File: config.mk
export PLATFORM = sky130hd
export DESIGN_NAME = iapfw_top
export DESIGN_NICKNAME = d
export VERILOG_FILES = /design/src/rtl/iapfw_pkg.sv /design/src/rtl/iapfw_top.sv /design/src/rtl/iapfw_unlock.sv
export VERILOG_INCLUDE_DIRS = /design/src /design/src/rtl
export SDC_FILE = /design/constraint.sdc
export NUM_CORES = 1
export LEC_CHECK = 0
export BUFFER_PORTS_ARGS = -buffer_cell sky130_fd_sc_hd__clkbuf_2
export CORE_MARGIN = 2
export CORE_UTILIZATION = 38
export CTS_BUF_LIST = sky130_fd_sc_hd__clkbuf_8
export DETAILED_ROUTE_END_ITERATION = 8
export PLACE_DENSITY = 0.62
export SYNTH_ARGS = -nofsm -noshare
export SYNTH_HDL_FRONTEND = slang
export SYNTH_SLANG_ARGS = --single-unit
File: constraint.sdc
create_clock -name pclk -period 2.8 [get_ports pclk]
set_input_delay 0.42 -clock pclk [delete_from_list [all_inputs] [get_ports pclk]]
set_output_delay 0.42 -clock pclk [all_outputs]
set_load 0.05 [all_outputs]
File: src/rtl/iapfw_defs.svh
// Constants of the flash programming front end: offsets, fields, timing.
`ifndef IAPFW_DEFS_SVH
`define IAPFW_DEFS_SVH

// ****************************************************************
// Register byte offsets on the APB window.
// ****************************************************************
`define IAPFW_OFF_CTRL   12'h000
`define IAPFW_OFF_CLR    12'h004
`define IAPFW_OFF_ADRL   12'h008
`define IAPFW_OFF_ADRH   12'h00C
`define IAPFW_OFF_D0L    12'h010
`define IAPFW_OFF_D0H    12'h014
`define IAPFW_OFF_D1L    12'h018
`define IAPFW_OFF_D1H    12'h01C
`define IAPFW_OFF_D2L    12'h020
`define IAPFW_OFF_D2H    12'h024
`define IAPFW_OFF_D3L    12'h028
`define IAPFW_OFF_D3H    12'h02C

// ****************************************************************
// Field positions and reset values.
// ****************************************************************
`define IAPFW_EN_BIT     7
`define IAPFW_MODE_HI    6
`define IAPFW_MODE_LO    4
`define IAPFW_TRIG_BIT   3
`define IAPFW_START_BIT  2
`define IAPFW_RDEN_BIT   1
`define IAPFW_RD_BIT     0
`define IAPFW_CLR_BIT    0
`define IAPFW_RST_BYTE   8'h00
`define IAPFW_RST_ADDR   13'h0000
`define IAPFW_RST_WORD   16'h0000
`define IAPFW_PAGE_LAST  5'h1F

// ****************************************************************
// Operation mode codes.
// ****************************************************************
`define IAPFW_MODE_WRITE  3'b000
`define IAPFW_MODE_ERASE  3'b001
`define IAPFW_MODE_READ   3'b011
`define IAPFW_MODE_UNLOCK 3'b110

// ****************************************************************
// Unlock pattern, in register order word1 low .. word3 high.
// ****************************************************************
`define IAPFW_PAT_1L     8'h00
`define IAPFW_PAT_1H     8'h04
`define IAPFW_PAT_2L     8'h0D
`define IAPFW_PAT_2H     8'h09
`define IAPFW_PAT_3L     8'hC3
`define IAPFW_PAT_3H     8'h40

// ****************************************************************
// Unlock window length in pclk cycles.
// ****************************************************************
`define IAPFW_UNLOCK_CYC 11'd1024
`define IAPFW_CNT_ONE    11'd1

`endif

File: src/rtl/iapfw_pkg.sv
// Types shared by the flash programming front end.
package iapfw_pkg;

  // Register selected by an APB address.
  typedef enum {
    REG_CTRL, REG_CLR, REG_ADRL, REG_ADRH,
    REG_D0L, REG_D0H, REG_D1L, REG_D1H,
    REG_D2L, REG_D2H, REG_D3L, REG_D3H,
    REG_NONE
  } iapfw_reg_t;

  // Flash erase or write operation state.
  typedef enum {OP_IDLE, OP_ERASE, OP_WRITE} iapfw_op_t;

endpackage

File: src/rtl/iapfw_top.sv
// Flash programming front end: registers, write buffer and unlock.
`timescale 1ns/1ps
`include "iapfw_defs.svh"

module iapfw_top (
  input  wire logic        pclk,             // System clock, 50 MHz.
  input  wire logic        presetn,          // Async reset, active low.
  input  wire logic        psel,             // APB select.
  input  wire logic        penable,          // APB access phase.
  input  wire logic        pwrite,           // APB write when high.
  input  wire logic [11:0] paddr,            // APB byte address.
  input  wire logic [31:0] pwdata,           // APB write data.
  output logic      [31:0] prdata,           // APB read data.
  output logic             pready,           // APB transfer done.
  output logic             pslverr,          // APB unmapped address.
  output logic             flash_erase_req,  // Page erase in progress.
  output logic             flash_write_req,  // Page write in progress.
  output logic      [7:0]  flash_page,       // Page under operation.
  input  wire logic        flash_done,       // Pulse: array finished.
  input  wire logic [4:0]  buf_rd_index,     // Buffer word to read.
  output logic      [15:0] buf_rd_data,      // Buffer word, one cycle on.
  output logic             erase_write_enabled  // Unlocked status.
);

  // ****************************************************************
  // Storage.
  // ****************************************************************
  logic [2:0]  operation_mode_field;  // Selected operation.
  logic        unlock_trigger;        // Unlock window requested.
  logic        write_start;           // Erase or write running.
  logic        read_enable;           // Read enable, stored only.
  logic        read_start;            // Read start, stored only.
  logic        buffer_clear_go;       // Buffer clear pending.
  logic [12:0] flash_address;         // Word address pair.
  logic [7:0]  data_low  [0:3];       // Low bytes of the four words.
  logic [7:0]  data_high [0:3];       // High bytes of the four words.
  logic [15:0] wbuf      [0:31];      // Page write buffer.
  iapfw_pkg::iapfw_op_t op_state;     // Array operation state.

  logic        setup;        // APB setup cycle.
  logic        wr_fire;      // APB write takes effect now.
  logic [31:0] next_prdata;  // Read value for the current address.
  logic        next_err;     // Current address is unmapped.
  iapfw_pkg::iapfw_reg_t wsel;  // Register under write.
  logic        load_word;    // Word0 high write reaches the buffer.
  logic        clear_all;    // Buffer wipe this cycle.
  logic        trig_pulse;   // Trigger bit written to 1.
  logic        start_ok;     // Start bit write accepted.
  logic [5:0]  pat_wr;       // Pattern byte write strobes.
  logic        unlock_exp;   // Window ended.
  logic        unlock_ok;    // Pattern accepted.

  // ****************************************************************
  // Address decode.
  // ****************************************************************

  // Shared by the read mux and the write path.
  function automatic iapfw_pkg::iapfw_reg_t reg_sel(
    input logic [11:0] a
  );
    case (a)
      `IAPFW_OFF_CTRL: reg_sel = iapfw_pkg::REG_CTRL;
      `IAPFW_OFF_CLR:  reg_sel = iapfw_pkg::REG_CLR;
      `IAPFW_OFF_ADRL: reg_sel = iapfw_pkg::REG_ADRL;
      `IAPFW_OFF_ADRH: reg_sel = iapfw_pkg::REG_ADRH;
      `IAPFW_OFF_D0L:  reg_sel = iapfw_pkg::REG_D0L;
      `IAPFW_OFF_D0H:  reg_sel = iapfw_pkg::REG_D0H;
      `IAPFW_OFF_D1L:  reg_sel = iapfw_pkg::REG_D1L;
      `IAPFW_OFF_D1H:  reg_sel = iapfw_pkg::REG_D1H;
      `IAPFW_OFF_D2L:  reg_sel = iapfw_pkg::REG_D2L;
      `IAPFW_OFF_D2H:  reg_sel = iapfw_pkg::REG_D2H;
      `IAPFW_OFF_D3L:  reg_sel = iapfw_pkg::REG_D3L;
      `IAPFW_OFF_D3H:  reg_sel = iapfw_pkg::REG_D3H;
      default:         reg_sel = iapfw_pkg::REG_NONE;
    endcase
  endfunction

  assign setup   = psel && !penable;
  assign wr_fire = psel && penable && pready && pwrite;
  assign wsel    = reg_sel(paddr);

  // ****************************************************************
  // Read mux.
  // ****************************************************************

  // Unimplemented bits are padded with zeros here.
  always_comb begin
    next_err    = 1'b0;
    next_prdata = 32'h0000_0000;
    case (reg_sel(paddr))
      iapfw_pkg::REG_CTRL: next_prdata[7:0] =
        {erase_write_enabled, operation_mode_field, unlock_trigger,
         write_start, read_enable, read_start};
      iapfw_pkg::REG_CLR:  next_prdata[0] = buffer_clear_go;
      iapfw_pkg::REG_ADRL: next_prdata[7:0] = flash_address[7:0];
      iapfw_pkg::REG_ADRH: next_prdata[4:0] = flash_address[12:8];
      iapfw_pkg::REG_D0L:  next_prdata[7:0] = data_low[0];
      iapfw_pkg::REG_D0H:  next_prdata[7:0] = data_high[0];
      iapfw_pkg::REG_D1L:  next_prdata[7:0] = data_low[1];
      iapfw_pkg::REG_D1H:  next_prdata[7:0] = data_high[1];
      iapfw_pkg::REG_D2L:  next_prdata[7:0] = data_low[2];
      iapfw_pkg::REG_D2H:  next_prdata[7:0] = data_high[2];
      iapfw_pkg::REG_D3L:  next_prdata[7:0] = data_low[3];
      iapfw_pkg::REG_D3H:  next_prdata[7:0] = data_high[3];
      default:             next_err = 1'b1;
    endcase
  end

  // ****************************************************************
  // APB answer.
  // ****************************************************************

  // One wait-free access phase: data and error are captured in the
  // setup cycle and presented with pready in the access cycle.
  always_ff @(posedge pclk or negedge presetn) begin
    if (!presetn) begin
      pready  <= 1'b0;
      prdata  <= 32'h0000_0000;
      pslverr <= 1'b0;
    end else begin
      pready  <= setup;
      prdata  <= setup ? next_prdata : 32'h0000_0000;
      pslverr <= setup && next_err;
    end
  end

  // ****************************************************************
  // Main control register.
  // ****************************************************************

  assign trig_pulse = wr_fire && wsel == iapfw_pkg::REG_CTRL &&
                      pwdata[`IAPFW_TRIG_BIT];
  assign start_ok   = wr_fire && wsel == iapfw_pkg::REG_CTRL &&
                      pwdata[`IAPFW_START_BIT] && erase_write_enabled &&
                      op_state == iapfw_pkg::OP_IDLE &&
                      (operation_mode_field == `IAPFW_MODE_WRITE ||
                       operation_mode_field == `IAPFW_MODE_ERASE);

  // Mode and read bits are plain storage; the read path lies outside.
  always_ff @(posedge pclk or negedge presetn) begin
    if (!presetn) begin
      operation_mode_field <= 3'b000;
      read_enable          <= 1'b0;
      read_start           <= 1'b0;
    end else if (wr_fire && wsel == iapfw_pkg::REG_CTRL) begin
      operation_mode_field <= pwdata[`IAPFW_MODE_HI:`IAPFW_MODE_LO];
      read_enable          <= pwdata[`IAPFW_RDEN_BIT];
      read_start           <= pwdata[`IAPFW_RD_BIT];
    end
  end

  // The hardware grant wins over a software clear in the same cycle.
  always_ff @(posedge pclk or negedge presetn) begin
    if (!presetn) begin
      erase_write_enabled <= 1'b0;
    end else if (unlock_ok) begin
      erase_write_enabled <= 1'b1;
    end else if (wr_fire && wsel == iapfw_pkg::REG_CTRL &&
                 !pwdata[`IAPFW_EN_BIT]) begin
      erase_write_enabled <= 1'b0;
    end
  end

  // Software sets the trigger; only the window's end clears it.
  always_ff @(posedge pclk or negedge presetn) begin
    if (!presetn) begin
      unlock_trigger <= 1'b0;
    end else if (trig_pulse) begin
      unlock_trigger <= 1'b1;
    end else if (unlock_exp) begin
      unlock_trigger <= 1'b0;
    end
  end

  // ****************************************************************
  // Erase and write operation.
  // ****************************************************************

  // A start is refused unless unlocked, idle and in erase or write
  // mode. Once running it finishes even if the status bit drops,
  // since stopping the array half way would corrupt the page.
  always_ff @(posedge pclk or negedge presetn) begin
    if (!presetn) begin
      op_state        <= iapfw_pkg::OP_IDLE;
      write_start     <= 1'b0;
      flash_erase_req <= 1'b0;
      flash_write_req <= 1'b0;
      flash_page      <= 8'h00;
    end else begin
      case (op_state)
        iapfw_pkg::OP_IDLE: begin
          if (start_ok) begin
            write_start <= 1'b1;
            flash_page  <= flash_address[12:5];
            if (operation_mode_field == `IAPFW_MODE_ERASE) begin
              op_state        <= iapfw_pkg::OP_ERASE;
              flash_erase_req <= 1'b1;
            end else begin
              op_state        <= iapfw_pkg::OP_WRITE;
              flash_write_req <= 1'b1;
            end
          end
        end
        iapfw_pkg::OP_ERASE,
        iapfw_pkg::OP_WRITE: begin
          if (flash_done) begin
            op_state        <= iapfw_pkg::OP_IDLE;
            write_start     <= 1'b0;
            flash_erase_req <= 1'b0;
            flash_write_req <= 1'b0;
          end
        end
        default: begin
          op_state <= iapfw_pkg::OP_IDLE;
        end
      endcase
    end
  end

  // ****************************************************************
  // Buffer clear control.
  // ****************************************************************

  // The clear takes one cycle, so the bit reads 1 for a single cycle.
  always_ff @(posedge pclk or negedge presetn) begin
    if (!presetn) begin
      buffer_clear_go <= 1'b0;
    end else if (wr_fire && wsel == iapfw_pkg::REG_CLR &&
                 pwdata[`IAPFW_CLR_BIT]) begin
      buffer_clear_go <= 1'b1;
    end else begin
      buffer_clear_go <= 1'b0;
    end
  end

  // A finished page write also empties the buffer.
  assign clear_all = buffer_clear_go ||
                     (op_state == iapfw_pkg::OP_WRITE && flash_done);

  // ****************************************************************
  // Address pair.
  // ****************************************************************

  assign load_word = wr_fire && wsel == iapfw_pkg::REG_D0H &&
                     erase_write_enabled;

  // The increment stays inside the page so a long burst cannot spill
  // into the neighbouring page.
  always_ff @(posedge pclk or negedge presetn) begin
    if (!presetn) begin
      flash_address <= `IAPFW_RST_ADDR;
    end else if (wr_fire && wsel == iapfw_pkg::REG_ADRL) begin
      flash_address[7:0] <= pwdata[7:0];
    end else if (wr_fire && wsel == iapfw_pkg::REG_ADRH) begin
      flash_address[12:8] <= pwdata[4:0];
    end else if (load_word &&
                 flash_address[4:0] != `IAPFW_PAGE_LAST) begin
      flash_address <= flash_address + 13'd1;
    end
  end

  // ****************************************************************
  // Data registers.
  // ****************************************************************

  // Each word pair decodes at a fixed stride of two registers.
  genvar gw;
  generate
    for (gw = 0; gw < 4; gw++) begin : g_word
      always_ff @(posedge pclk or negedge presetn) begin
        if (!presetn) begin
          data_low[gw]  <= `IAPFW_RST_BYTE;
          data_high[gw] <= `IAPFW_RST_BYTE;
        end else if (wr_fire && wsel ==
                     iapfw_pkg::iapfw_reg_t'(4 + 2 * gw)) begin
          data_low[gw] <= pwdata[7:0];
        end else if (wr_fire && wsel ==
                     iapfw_pkg::iapfw_reg_t'(5 + 2 * gw)) begin
          data_high[gw] <= pwdata[7:0];
        end
      end
    end
  endgenerate

  // ****************************************************************
  // Write buffer.
  // ****************************************************************

  // The loaded word takes the high byte straight from the bus, since
  // the high register updates in the same cycle.
  genvar gb;
  generate
    for (gb = 0; gb < 32; gb++) begin : g_buf
      always_ff @(posedge pclk or negedge presetn) begin
        if (!presetn) begin
          wbuf[gb] <= `IAPFW_RST_WORD;
        end else if (clear_all) begin
          wbuf[gb] <= `IAPFW_RST_WORD;
        end else if (load_word && flash_address[4:0] == 5'(gb)) begin
          wbuf[gb] <= {pwdata[7:0], data_low[0]};
        end
      end
    end
  endgenerate

  // Array-side read port, one cycle of latency.
  always_ff @(posedge pclk or negedge presetn) begin
    if (!presetn) begin
      buf_rd_data <= `IAPFW_RST_WORD;
    end else begin
      buf_rd_data <= wbuf[buf_rd_index];
    end
  end

  // ****************************************************************
  // Unlock.
  // ****************************************************************

  assign pat_wr = {wr_fire && wsel == iapfw_pkg::REG_D3H,
                   wr_fire && wsel == iapfw_pkg::REG_D3L,
                   wr_fire && wsel == iapfw_pkg::REG_D2H,
                   wr_fire && wsel == iapfw_pkg::REG_D2L,
                   wr_fire && wsel == iapfw_pkg::REG_D1H,
                   wr_fire && wsel == iapfw_pkg::REG_D1L};

  iapfw_unlock u_unlock (
    .pclk    (pclk),
    .presetn (presetn),
    .trigger (trig_pulse),
    .mode_ok (operation_mode_field == `IAPFW_MODE_UNLOCK),
    .byte_wr (pat_wr),
    .pattern ({data_high[3], data_low[3], data_high[2], data_low[2],
               data_high[1], data_low[1]}),
    .expire  (unlock_exp),
    .grant   (unlock_ok)
  );

endmodule // iapfw_top

File: src/rtl/iapfw_unlock.sv
// Unlock window timer and pattern checker.
`timescale 1ns/1ps
`include "iapfw_defs.svh"

module iapfw_unlock (
  input  wire logic        pclk,      // System clock.
  input  wire logic        presetn,   // Asynchronous reset, active low.
  input  wire logic        trigger,   // Pulse: trigger bit written to 1.
  input  wire logic        mode_ok,   // Unlock mode is selected.
  input  wire logic [5:0]  byte_wr,   // Pulses: pattern byte written.
  input  wire logic [47:0] pattern,   // Six pattern bytes, 1L lowest.
  output logic             expire,    // Pulse: window ended.
  output logic             grant      // Pulse: correct pattern seen.
);

  logic        running;  // Window open.
  logic [10:0] count;    // Cycles since the window opened.
  logic [5:0]  seen;     // Pattern bytes written in this window.

  // ****************************************************************
  // Window timer.
  // ****************************************************************

  // A new trigger restarts the window, even on its last cycle, so the
  // trigger bit can never be left high without a running timer.
  always_ff @(posedge pclk or negedge presetn) begin
    if (!presetn) begin
      running <= 1'b0;
      count   <= 11'd0;
      expire  <= 1'b0;
    end else if (trigger) begin
      running <= 1'b1;
      count   <= 11'd0;
      expire  <= 1'b0;
    end else if (running &&
                 count == `IAPFW_UNLOCK_CYC - `IAPFW_CNT_ONE) begin
      running <= 1'b0;
      expire  <= 1'b1;
    end else begin
      count  <= running ? count + `IAPFW_CNT_ONE : count;
      expire <= 1'b0;
    end
  end

  // ****************************************************************
  // Pattern check.
  // ****************************************************************

  // Bytes count only inside the window and in unlock mode; a wrong
  // byte simply never matches, so the grant does not come.
  always_ff @(posedge pclk or negedge presetn) begin
    if (!presetn) begin
      seen  <= 6'h00;
      grant <= 1'b0;
    end else if (trigger || !running) begin
      seen  <= 6'h00;
      grant <= 1'b0;
    end else if (mode_ok && seen == 6'h3F &&
                 pattern == {`IAPFW_PAT_3H, `IAPFW_PAT_3L,
                             `IAPFW_PAT_2H, `IAPFW_PAT_2L,
                             `IAPFW_PAT_1H, `IAPFW_PAT_1L}) begin
      grant <= 1'b1;
      seen  <= 6'h00;
    end else begin
      seen  <= mode_ok ? (seen | byte_wr) : seen;
      grant <= 1'b0;
    end
  end

endmodule // iapfw_unlock
==> key figures, run 1 <==
Outcome
  • Status: finished clean

Clock network
  • Cts bufs inserted: around 110
  • Root buf cell: clkbuf_8
  • CTS clk-pin slew, worst paths: 70 ps
  • Total clock sinks: 656
  • # H-tree levels: 3
  • Max Root-Sink Buffers: 3
  • Clock Latency Late Sink: 750 ps
  • TritonCTS clock tree: yes
  • Resized cells post-CTS: 0

Logic synthesis
  • Yosys top cell area share: between 50% and 60%
  • Leading area contributor after synthesis: dfrtp_1
  • Mapped Cells: ~3300
  • Number of library cell types mapped by synthesis: 57
  • Mapped cell area: between 0.03 and 0.04 mm^2
  • Ys flop type: dfrtp_1
  • Syn. warnings: 0
  • Synth area leaders: dfrtp_1 52%, nand2_1 12%, a21oi_1 8.0%
  • Sequential area share after synthesis: about half
  • Post-Syn Area per Cell: 9.60 um^2
  • Seq cells post-synth: 656
  • Async SR Flop Fraction: 100%
  • Post-synth EDFFs: 0

Route
  • Drt pass-1 iters: 6
  • Wire per inst: 21.8 um
  • Final wirelength: 99.8 mm
  • DR vias/cell: 5.59
  • Initial DRC count: 2405
  • Remaining antenna violation count: 0
  • DR DRC count: 0
  • Routed via count: approximately 26000

Die
  • Initial core utilization: approximately two fifths
  • Core Region: 0.0833 mm^2
  • # rows: ~110
  • Chip height: 293 um
  • Die W: 293 um
  • Full die area: 0.0861 mm^2
  • Num ports: between 100 and 150

Setup path
  • Crit path capture type: flip-flop
  • Buf/Inv on CP: 0
  • Largest fanout on the critical path: 6
  • Critical path cell sequence: ha_1 > and3_1 > ha_1 > nor2b_1 > nand3_1 > nor4_1 > xor2_1 > mux2_2
  • Worst path most repeated cell: ha_1
  • Top delay family on crit path: simple AND/OR/NAND/NOR gates
  • Worst setup SP type: flip-flop
  • Max incr delay on CP: 470 ps
  • Data required, critical path: 3400 ps
  • Critical path class: reg2reg
  • CP Data Arrival Time: 2910 ps
  • CP max-delay cell: dfrtp_1

GRT
  • Largest net degree at the start of global routing: 106
  • Antenna violations before repair: 2
  • Vias in the first global route: 25657
  • GRT Residual Overflow: 0
  • First-pass GRT wire length: about 160 mm
  • Total GRT Usage: between 20% and 30%

Timing
  • Final setup vio count: 0
  • TNS Setup: 0 ps
  • Tmin final: 2310 ps
  • Worst Tran Pin Value: about 1200 ps
  • Slew Limit Headroom: 23.2%
  • Clock skew: 61.3 ps
  • RSZ-0062 raised after global routing: false
  • Period utilization: 82.4%
  • Fmax: 433 MHz
  • Final hold viol count: 0
  • Final Slew Violations: 0
  • Final critical-path setup slack: 492 ps

Layout
  • Layout cell share with drive strength beyond 1: 19.5%
  • Fin area: 0.0371 mm^2
  • Final net count: about 3500
  • Layout area overhead: 16.5%

Placed design
  • Pre-CTS setup slack: 304 ps
  • Area after DPL: about 0.035 mm^2
  • Gpl congestion: 0.913
  • Port Buffer Count: 67
  • Final HPWL DP: 64.0 mm

Power
  • Peak supply drop: 485 uV
  • Leakage: about 16 nW
  • Pwr/cell area: roughly 540 mW/mm^2

Min path
  • Hold/Removal Path Class: in2reg

Flow run
  • Max-cap violations: 0
==> metrics by stage <==
step	hold slack (ps)	utilization, %	total power [mW]	std cells
final	67.3	44.5	20.0	4585
after global routing	49.0	44.5	20.6	4585
after CTS	39.3	44.5	20.2	4584
after detailed placement	412	41.6	10.8	4387
after global placement	405	41.6	10.8	4387
after floorplan	124	-	10.2	3340
==> cell usage after synthesis, types with 6 or more instances <==
| cell | count |
|---|---|
| nand2_1 | 1057 |
| dfrtp_1 | 656 |
| a21oi_1 | 507 |
| clkbuf_1 | 235 |
| mux4_2 | 98 |
| mux2_2 | 93 |
| mux2i_1 | 90 |
| nand3_1 | 65 |
| o21ai_0 | 63 |
| o211ai_1 | 50 |
| nor2_1 | 42 |
| a221oi_1 | 35 |
| buf_2 | 31 |
| buf_1 | 27 |
| buf_4 | 26 |
| nand4_1 | 25 |
| nor3_1 | 23 |
| nor2b_1 | 16 |
| nor4_1 | 15 |
| xnor2_1 | 13 |
| and3_1 | 12 |
| nor4_4 | 12 |
| a22oi_1 | 10 |
| inv_1 | 10 |
| ha_1 | 9 |
| and2_1 | 8 |
| a32oi_1 | 7 |
| nand3b_1 | 7 |
| or3_1 | 7 |
| nand2b_1 | 6 |
| nor4_2 | 6 |
==> power by group <==
part,internal [mW],total (mW),switching (mW)
logic,0.282,1.08,0.800
registers,9.50,9.52,0.0122
clock network,5.31,9.37,4.07
==> worst register-to-register path, stage by stage (launching register included) <==
cell and delay (ps):
dfrtp_1 470, ha_1 240, and3_1 220, ha_1 210, nor2b_1 150, nand3_1 180
nor4_1 350, xor2_1 110, mux2_2 270
==> final cells by class <==
| class | instances | area [um^2] |
|---|---|---|
| clock inverter | 59 | 546 |
| multi-input combinational | 2354 | 14200 |
| fill | 7857 | 46200 |
| timing repair buffer | 288 | 2660 |
| tap | 1080 | 1350 |
| antenna | 1 | 2.50 |
| sequential | 656 | 16400 |
| clock buffer | 136 | 1870 |
| inverter | 11 | 41.3 |
==> per-layer routing <==
metal | share of wire [%] | track usage, %
met4 | 3.8 | 9.40
met1 | 42 | 31.8
met5 | 0.011 | 0
met2 | 46 | 36.3
met3 | 8.0 | 4.58
==> repair_timing <==
action	CTS	global route
hold buffers	2	0
buffers inserted	0	0
endpoints found under the hold margin	49	0
setup endpoints to repair	0	0
==> sequential cells by signal (all words and copies together) (netlist names), 2 cells and up <==
signal	count
wbuf	512
data_high	32
data_low	32
buf_rd_data	16
flash_address	13
u_unlock.count	11
flash_page	8
prdata	8
u_unlock.seen	6
operation_mode_field	3
op_state	2
==> placed cells by master, fill, tap and decap left out, drive strengths merged, types with 5 or more instances in the layout <==
cell type	instances
or3	7
o21ai	63
a22oi	10
a32oi	7
nor2b	16
nand3	66
inv	45
and4	5
nor4	33
and2	8
a221oi	35
nand4	26
nor2	43
dfrtp	656
a21oi	507
ha	9
clkbuf	199
bufinv	10
nand2	1057
nor3	28
o211ai	50
xor2	5
and3	12
mux2	93
buf	223
nand3b	7
clkinv	14
mux4	98
nor4b	5
xnor2	13
mux2i	90
conb	24
nand2b	6
==> final timing paths <==
check | startpoint | endpoint | slack (ps) | cells past startpoint
setup / recovery | flash_address[0] | flash_address[11] | 490 | 8
hold / removal | psel | pready | 70 | 2
setup reg to reg | flash_address[0] | flash_address[11] | 490 | 8
hold reg to reg | u_unlock.expire | unlock_trigger | 420 | 1
max in group asynchronous | presetn | data_high[13] | 1540 | 4
min in group asynchronous | presetn | wbuf[226] | 240 | 2
==> logic make-up (layout without fill, tap and decap cells) <==
logic type	count (synthesis)	after routing	share of synthesized area [%]
AND/OR/NAND/NOR	1330	1330	18.1
flip-flops	656	656	51.6
XOR/XNOR	18	18	0.495
AO/OA/AOI/OAI	692	692	12.1
adder cells (fa/ha/maj)	9	9	0.354
other	1	25	0.0118
multiplexers	281	281	13.1
buffers and inverters	330	494	4.32
Power figures use the tool's default switching activity.
==> inputs of run 2 (changes only) <==
--- a/config.mk
+++ b/config.mk
@@ -11,7 +11,7 @@
 export CORE_UTILIZATION = 38
 export CTS_BUF_LIST = sky130_fd_sc_hd__clkbuf_8
 export DETAILED_ROUTE_END_ITERATION = 8
-export PLACE_DENSITY = 0.62
+export PLACE_DENSITY = 0.64
 export SYNTH_ARGS = -nofsm -noshare
 export SYNTH_HDL_FRONTEND = slang
 export SYNTH_SLANG_ARGS = --single-unit
==> constraint.sdc (replaced) <==
create_clock -name pclk -period 1.95 [get_ports pclk]
set_input_delay 0.2925 -clock pclk [delete_from_list [all_inputs] [get_ports pclk]]
set_output_delay 0.2925 -clock pclk [all_outputs]
set_load 0.05 [all_outputs]
==> run 2 against run 1 <==
  * Die area stayed put
  * Maximum frequency increased by 17%
  * Highest routed layer is now met4
  * Power up 41%
  * Critical path type unchanged
  * Sequential share of layout area down 3.1 points
  * First-iteration DRC count is 29% higher
  * Combinational power rose by 60%
  * Cell count is 4.1% higher
  * Critical path depth increased by 1
  * The run now ends with negative setup slack left
  * Critical endpoint is now wbuf[127]
  * Wire length up 7.2%
  * Clock power increased by 36%
  * Worst setup slack lost 520 ps
==> key figures, run 2 (synthesis results as in run 1) <==
GRT
  • Vias in the first global route: 26453 (was 25657)
  • Largest net degree at the start of global routing: 82 (was 106)
  • GRT Residual Overflow: 0 (unchanged)
  • Total GRT Usage: 24.2% (was 23.3%)
  • First-pass GRT wire length: 162 mm (was 155 mm)
  • Antenna violations before repair: 2 (unchanged)

Placed design
  • Gpl congestion: 0.904 (was 0.913)
  • Area after DPL: 0.0365 mm^2 (was 0.0347 mm^2)
  • Placed cells: 4537 (was 4387)
  • Final HPWL DP: 69.4 mm (was 64.0 mm)
  • Port Buffer Count: 67 (unchanged)

Die
  • Initial core utilization: 38.2% (unchanged)
  • Num ports: 116 (unchanged)
  • Full die area: 0.0861 mm^2 (unchanged)
  • Core Region: 0.0833 mm^2 (unchanged)
  • Chip height: 293 um (unchanged)
  • Die W: 293 um (unchanged)
  • # rows: 106 (unchanged)

Clock network
  • # H-tree levels: 3 (unchanged)
  • Total clock sinks: 656 (unchanged)
  • Cts bufs inserted: 108 (unchanged)
  • CTS clk-pin slew, worst paths: 60 ps (was 70 ps)
  • Root buf cell: clkbuf_8 (unchanged)
  • Clock Latency Late Sink: 770 ps (was 750 ps)
  • Max Root-Sink Buffers: 3 (unchanged)
  • TritonCTS clock tree: yes (unchanged)

Route
  • DR DRC count: 0 (unchanged)
  • Routed via count: 27262 (was 25646)
  • Wire per inst: 22.4 um (was 21.8 um)
  • Drt pass-1 iters: 7 (was 6)
  • DR vias/cell: 5.71 (was 5.59)
  • Final wirelength: 107 mm (was 99.8 mm)
  • Initial DRC count: 3108 (was 2405)
  • Remaining antenna violation count: 0 (unchanged)

Layout
  • Max FFs per register: 512 (unchanged)
  • Commonest non-fill, non-tap cells in the layout: 1039 x nand2_1, 653 x dfrtp_1, 447 x a21oi_1, 267 x buf_4, 134 x clkbuf_8 (was 1057 x nand2_1, 656 x dfrtp_1, 506 x a21oi_1, 170 x buf_4, 136 x clkbuf_8)
  • Biggest register: wbuf (unchanged)
  • Fin area: 0.0399 mm^2 (was 0.0371 mm^2)
  • Final Non-Filler Cells: 4773 (was 4585)
  • Layout cell share with drive strength beyond 1: 26.4% (was 19.5%)
  • Leading cell type in the layout, fill and taps excluded: nand2_1 (unchanged)
  • Final net count: 3671 (was 3483)
  • Final design utilization: 47.9% (was 44.5%)
  • Layout area overhead: 25.2% (was 16.5%)
  • Regs by FF count: wbuf x512, data_high x32, data_low x32 (unchanged)

Setup path
  • CP max-delay cell: dfrtp_1 (unchanged)
  • Largest fanout on the critical path: 5 (was 6)
  • Top delay family on crit path: buffers and inverters (was simple AND/OR/NAND/NOR gates)
  • Buf/Inv on CP: 4 (was 0)
  • Data required, critical path: 2640 ps (was 3400 ps)
  • Worst setup SP type: flip-flop (unchanged)
  • Max incr delay on CP: 390 ps (was 470 ps)
  • Critical path cell sequence: buf_6 > inv_4 > ha_4 > nand3_1 > buf_6 > nor4_4 > buf_2 > nand2_1 > a21oi_1 (was ha_1 > and3_1 > ha_1 > nor2b_1 > nand3_1 > nor4_1 > xor2_1 > mux2_2)
  • Worst path most repeated cell: buf_6 (was ha_1)
  • Crit path capture type: flip-flop (unchanged)
  • Critical path class: reg2reg (unchanged)
  • Setup crit start: flash_address[0] (unchanged)
  • CP Data Arrival Time: 2660 ps (was 2910 ps)
  • FF-to-FF Start: flash_address[0] (unchanged)

Power
  • Peak supply drop: 461 uV (was 485 uV)
  • Leakage: 17.9 nW (was 16.3 nW)
  • Pwr/cell area: 705 mW/mm^2 (was 538 mW/mm^2)

Timing
  • RSZ-0062 raised after global routing: true (was false)
  • Final hold viol count: 0 (unchanged)
  • TNS Setup: -142 ps (was 0 ps)
  • Tmin final: 1970 ps (was 2310 ps)
  • Period utilization: 101% (was 82.4%)
  • Final critical-path setup slack: -24.0 ps (was 492 ps)
  • Fmax: 507 MHz (was 433 MHz)
  • Clock skew: 63.9 ps (was 61.3 ps)
  • Final setup vio count: 16 (was 0)
  • Worst Tran Pin Value: 861 ps (was 1150 ps)
  • Final Slew Violations: 0 (unchanged)
  • Slew Limit Headroom: 42.6% (was 23.2%)

Min path
  • Hold/Removal Path Class: in2async (was in2reg)

Outcome
  • Status: finished with violations (was finished clean)
  • Failing checks: negative setup slack

Flow run
  • Max-cap violations: 0 (unchanged)
run 2: cell count changes in the layout (fill, tap and decap cells not counted), moves of 12 or more:
cell / before / now
a21oi_1: 506 / 447
buf_6: 0 / 32
buf_12: 51 / 92
buf_4: 170 / 267
nand2_2: 0 / 13
nand2_1: 1057 / 1039
nor3_4: 0 / 13
a21oi_2: 0 / 59
nor4_4: 12 / 24
run 2: metrics by stage:
| stage | hold WS (ps) | setup slack [ps] | power [mW] |
|---|---|---|---|
| CTS | 22.6 | -18.5 | 28.3 |
| global route | 30.8 | -113 | 29.1 |
| finish | 47.9 | -24.0 | 28.1 |
| global placement | 230 | -348 | 15.6 |
| detailed placement | 236 | -381 | 15.6 |
| floorplan | -3.09 | -301 | 14.7 |
run 2: worst paths after layout:
| path | end | cells past startpoint | slack, ps |
|---|---|---|---|
| setup / recovery | wbuf[127] | 9 | -20 |
| hold / removal | wbuf[67] | 2 | 50 |
| setup reg to reg | wbuf[127] | 9 | -20 |
| hold reg to reg | unlock_trigger | 1 | 430 |
| max in group asynchronous | wbuf[456] | 4 | 1030 |
| min in group pclk | data_high[26] | 4 | 80 |
run 2: layer usage:
layer,GRT usage (%),share of wire [%],up-vias,wire [um]
met5,0,0,-,0
met4,8.06,3.3,0,3480
met3,4.95,8.2,242,8750
met2,38.8,47,1292,50800
met1,32.8,41,13743,43900
li1,-,-,11985,-
run 2: final cells by class:
class	count	area (um^2)
multi-input combinational	2354	14900
timing repair buffer	476	4860
fill	7605	43400
inverter	11	52.6
sequential	656	16400
tap	1080	1350
clock buffer	134	1840
antenna	4	10.0
clock inverter	58	405
run 2: timing repair:
| item | CTS | global route |
|---|---|---|
| resized for setup | 33 | 143 |
| pin swaps | 9 | 76 |
| cloned | 1 | 14 |
| hold buffers | 6 | 0 |
| endpoints found under the hold margin | 574 | 0 |
| setup endpoints to repair | 206 | 440 |
| buffers inserted | 0 | 20 |
run 2: report_power, final:
part           internal [mW]  switching (mW)  total (mW)
Combinational          0.520            1.21        1.73
Clock                   6.75            5.94        12.7
Sequential              13.6          0.0338        13.7
run 2: worst register-to-register path, delay by kind of cell, from the launching register on:
| kind | cells | cell delay, ps |
|---|---|---|
| AO/OA/AOI/OAI | 1 | 150 |
| adder cells (fa/ha/maj) | 1 | 170 |
| buffers and inverters | 4 | 690 |
| flip-flops | 1 | 390 |
| AND/OR/NAND/NOR | 3 | 560 |
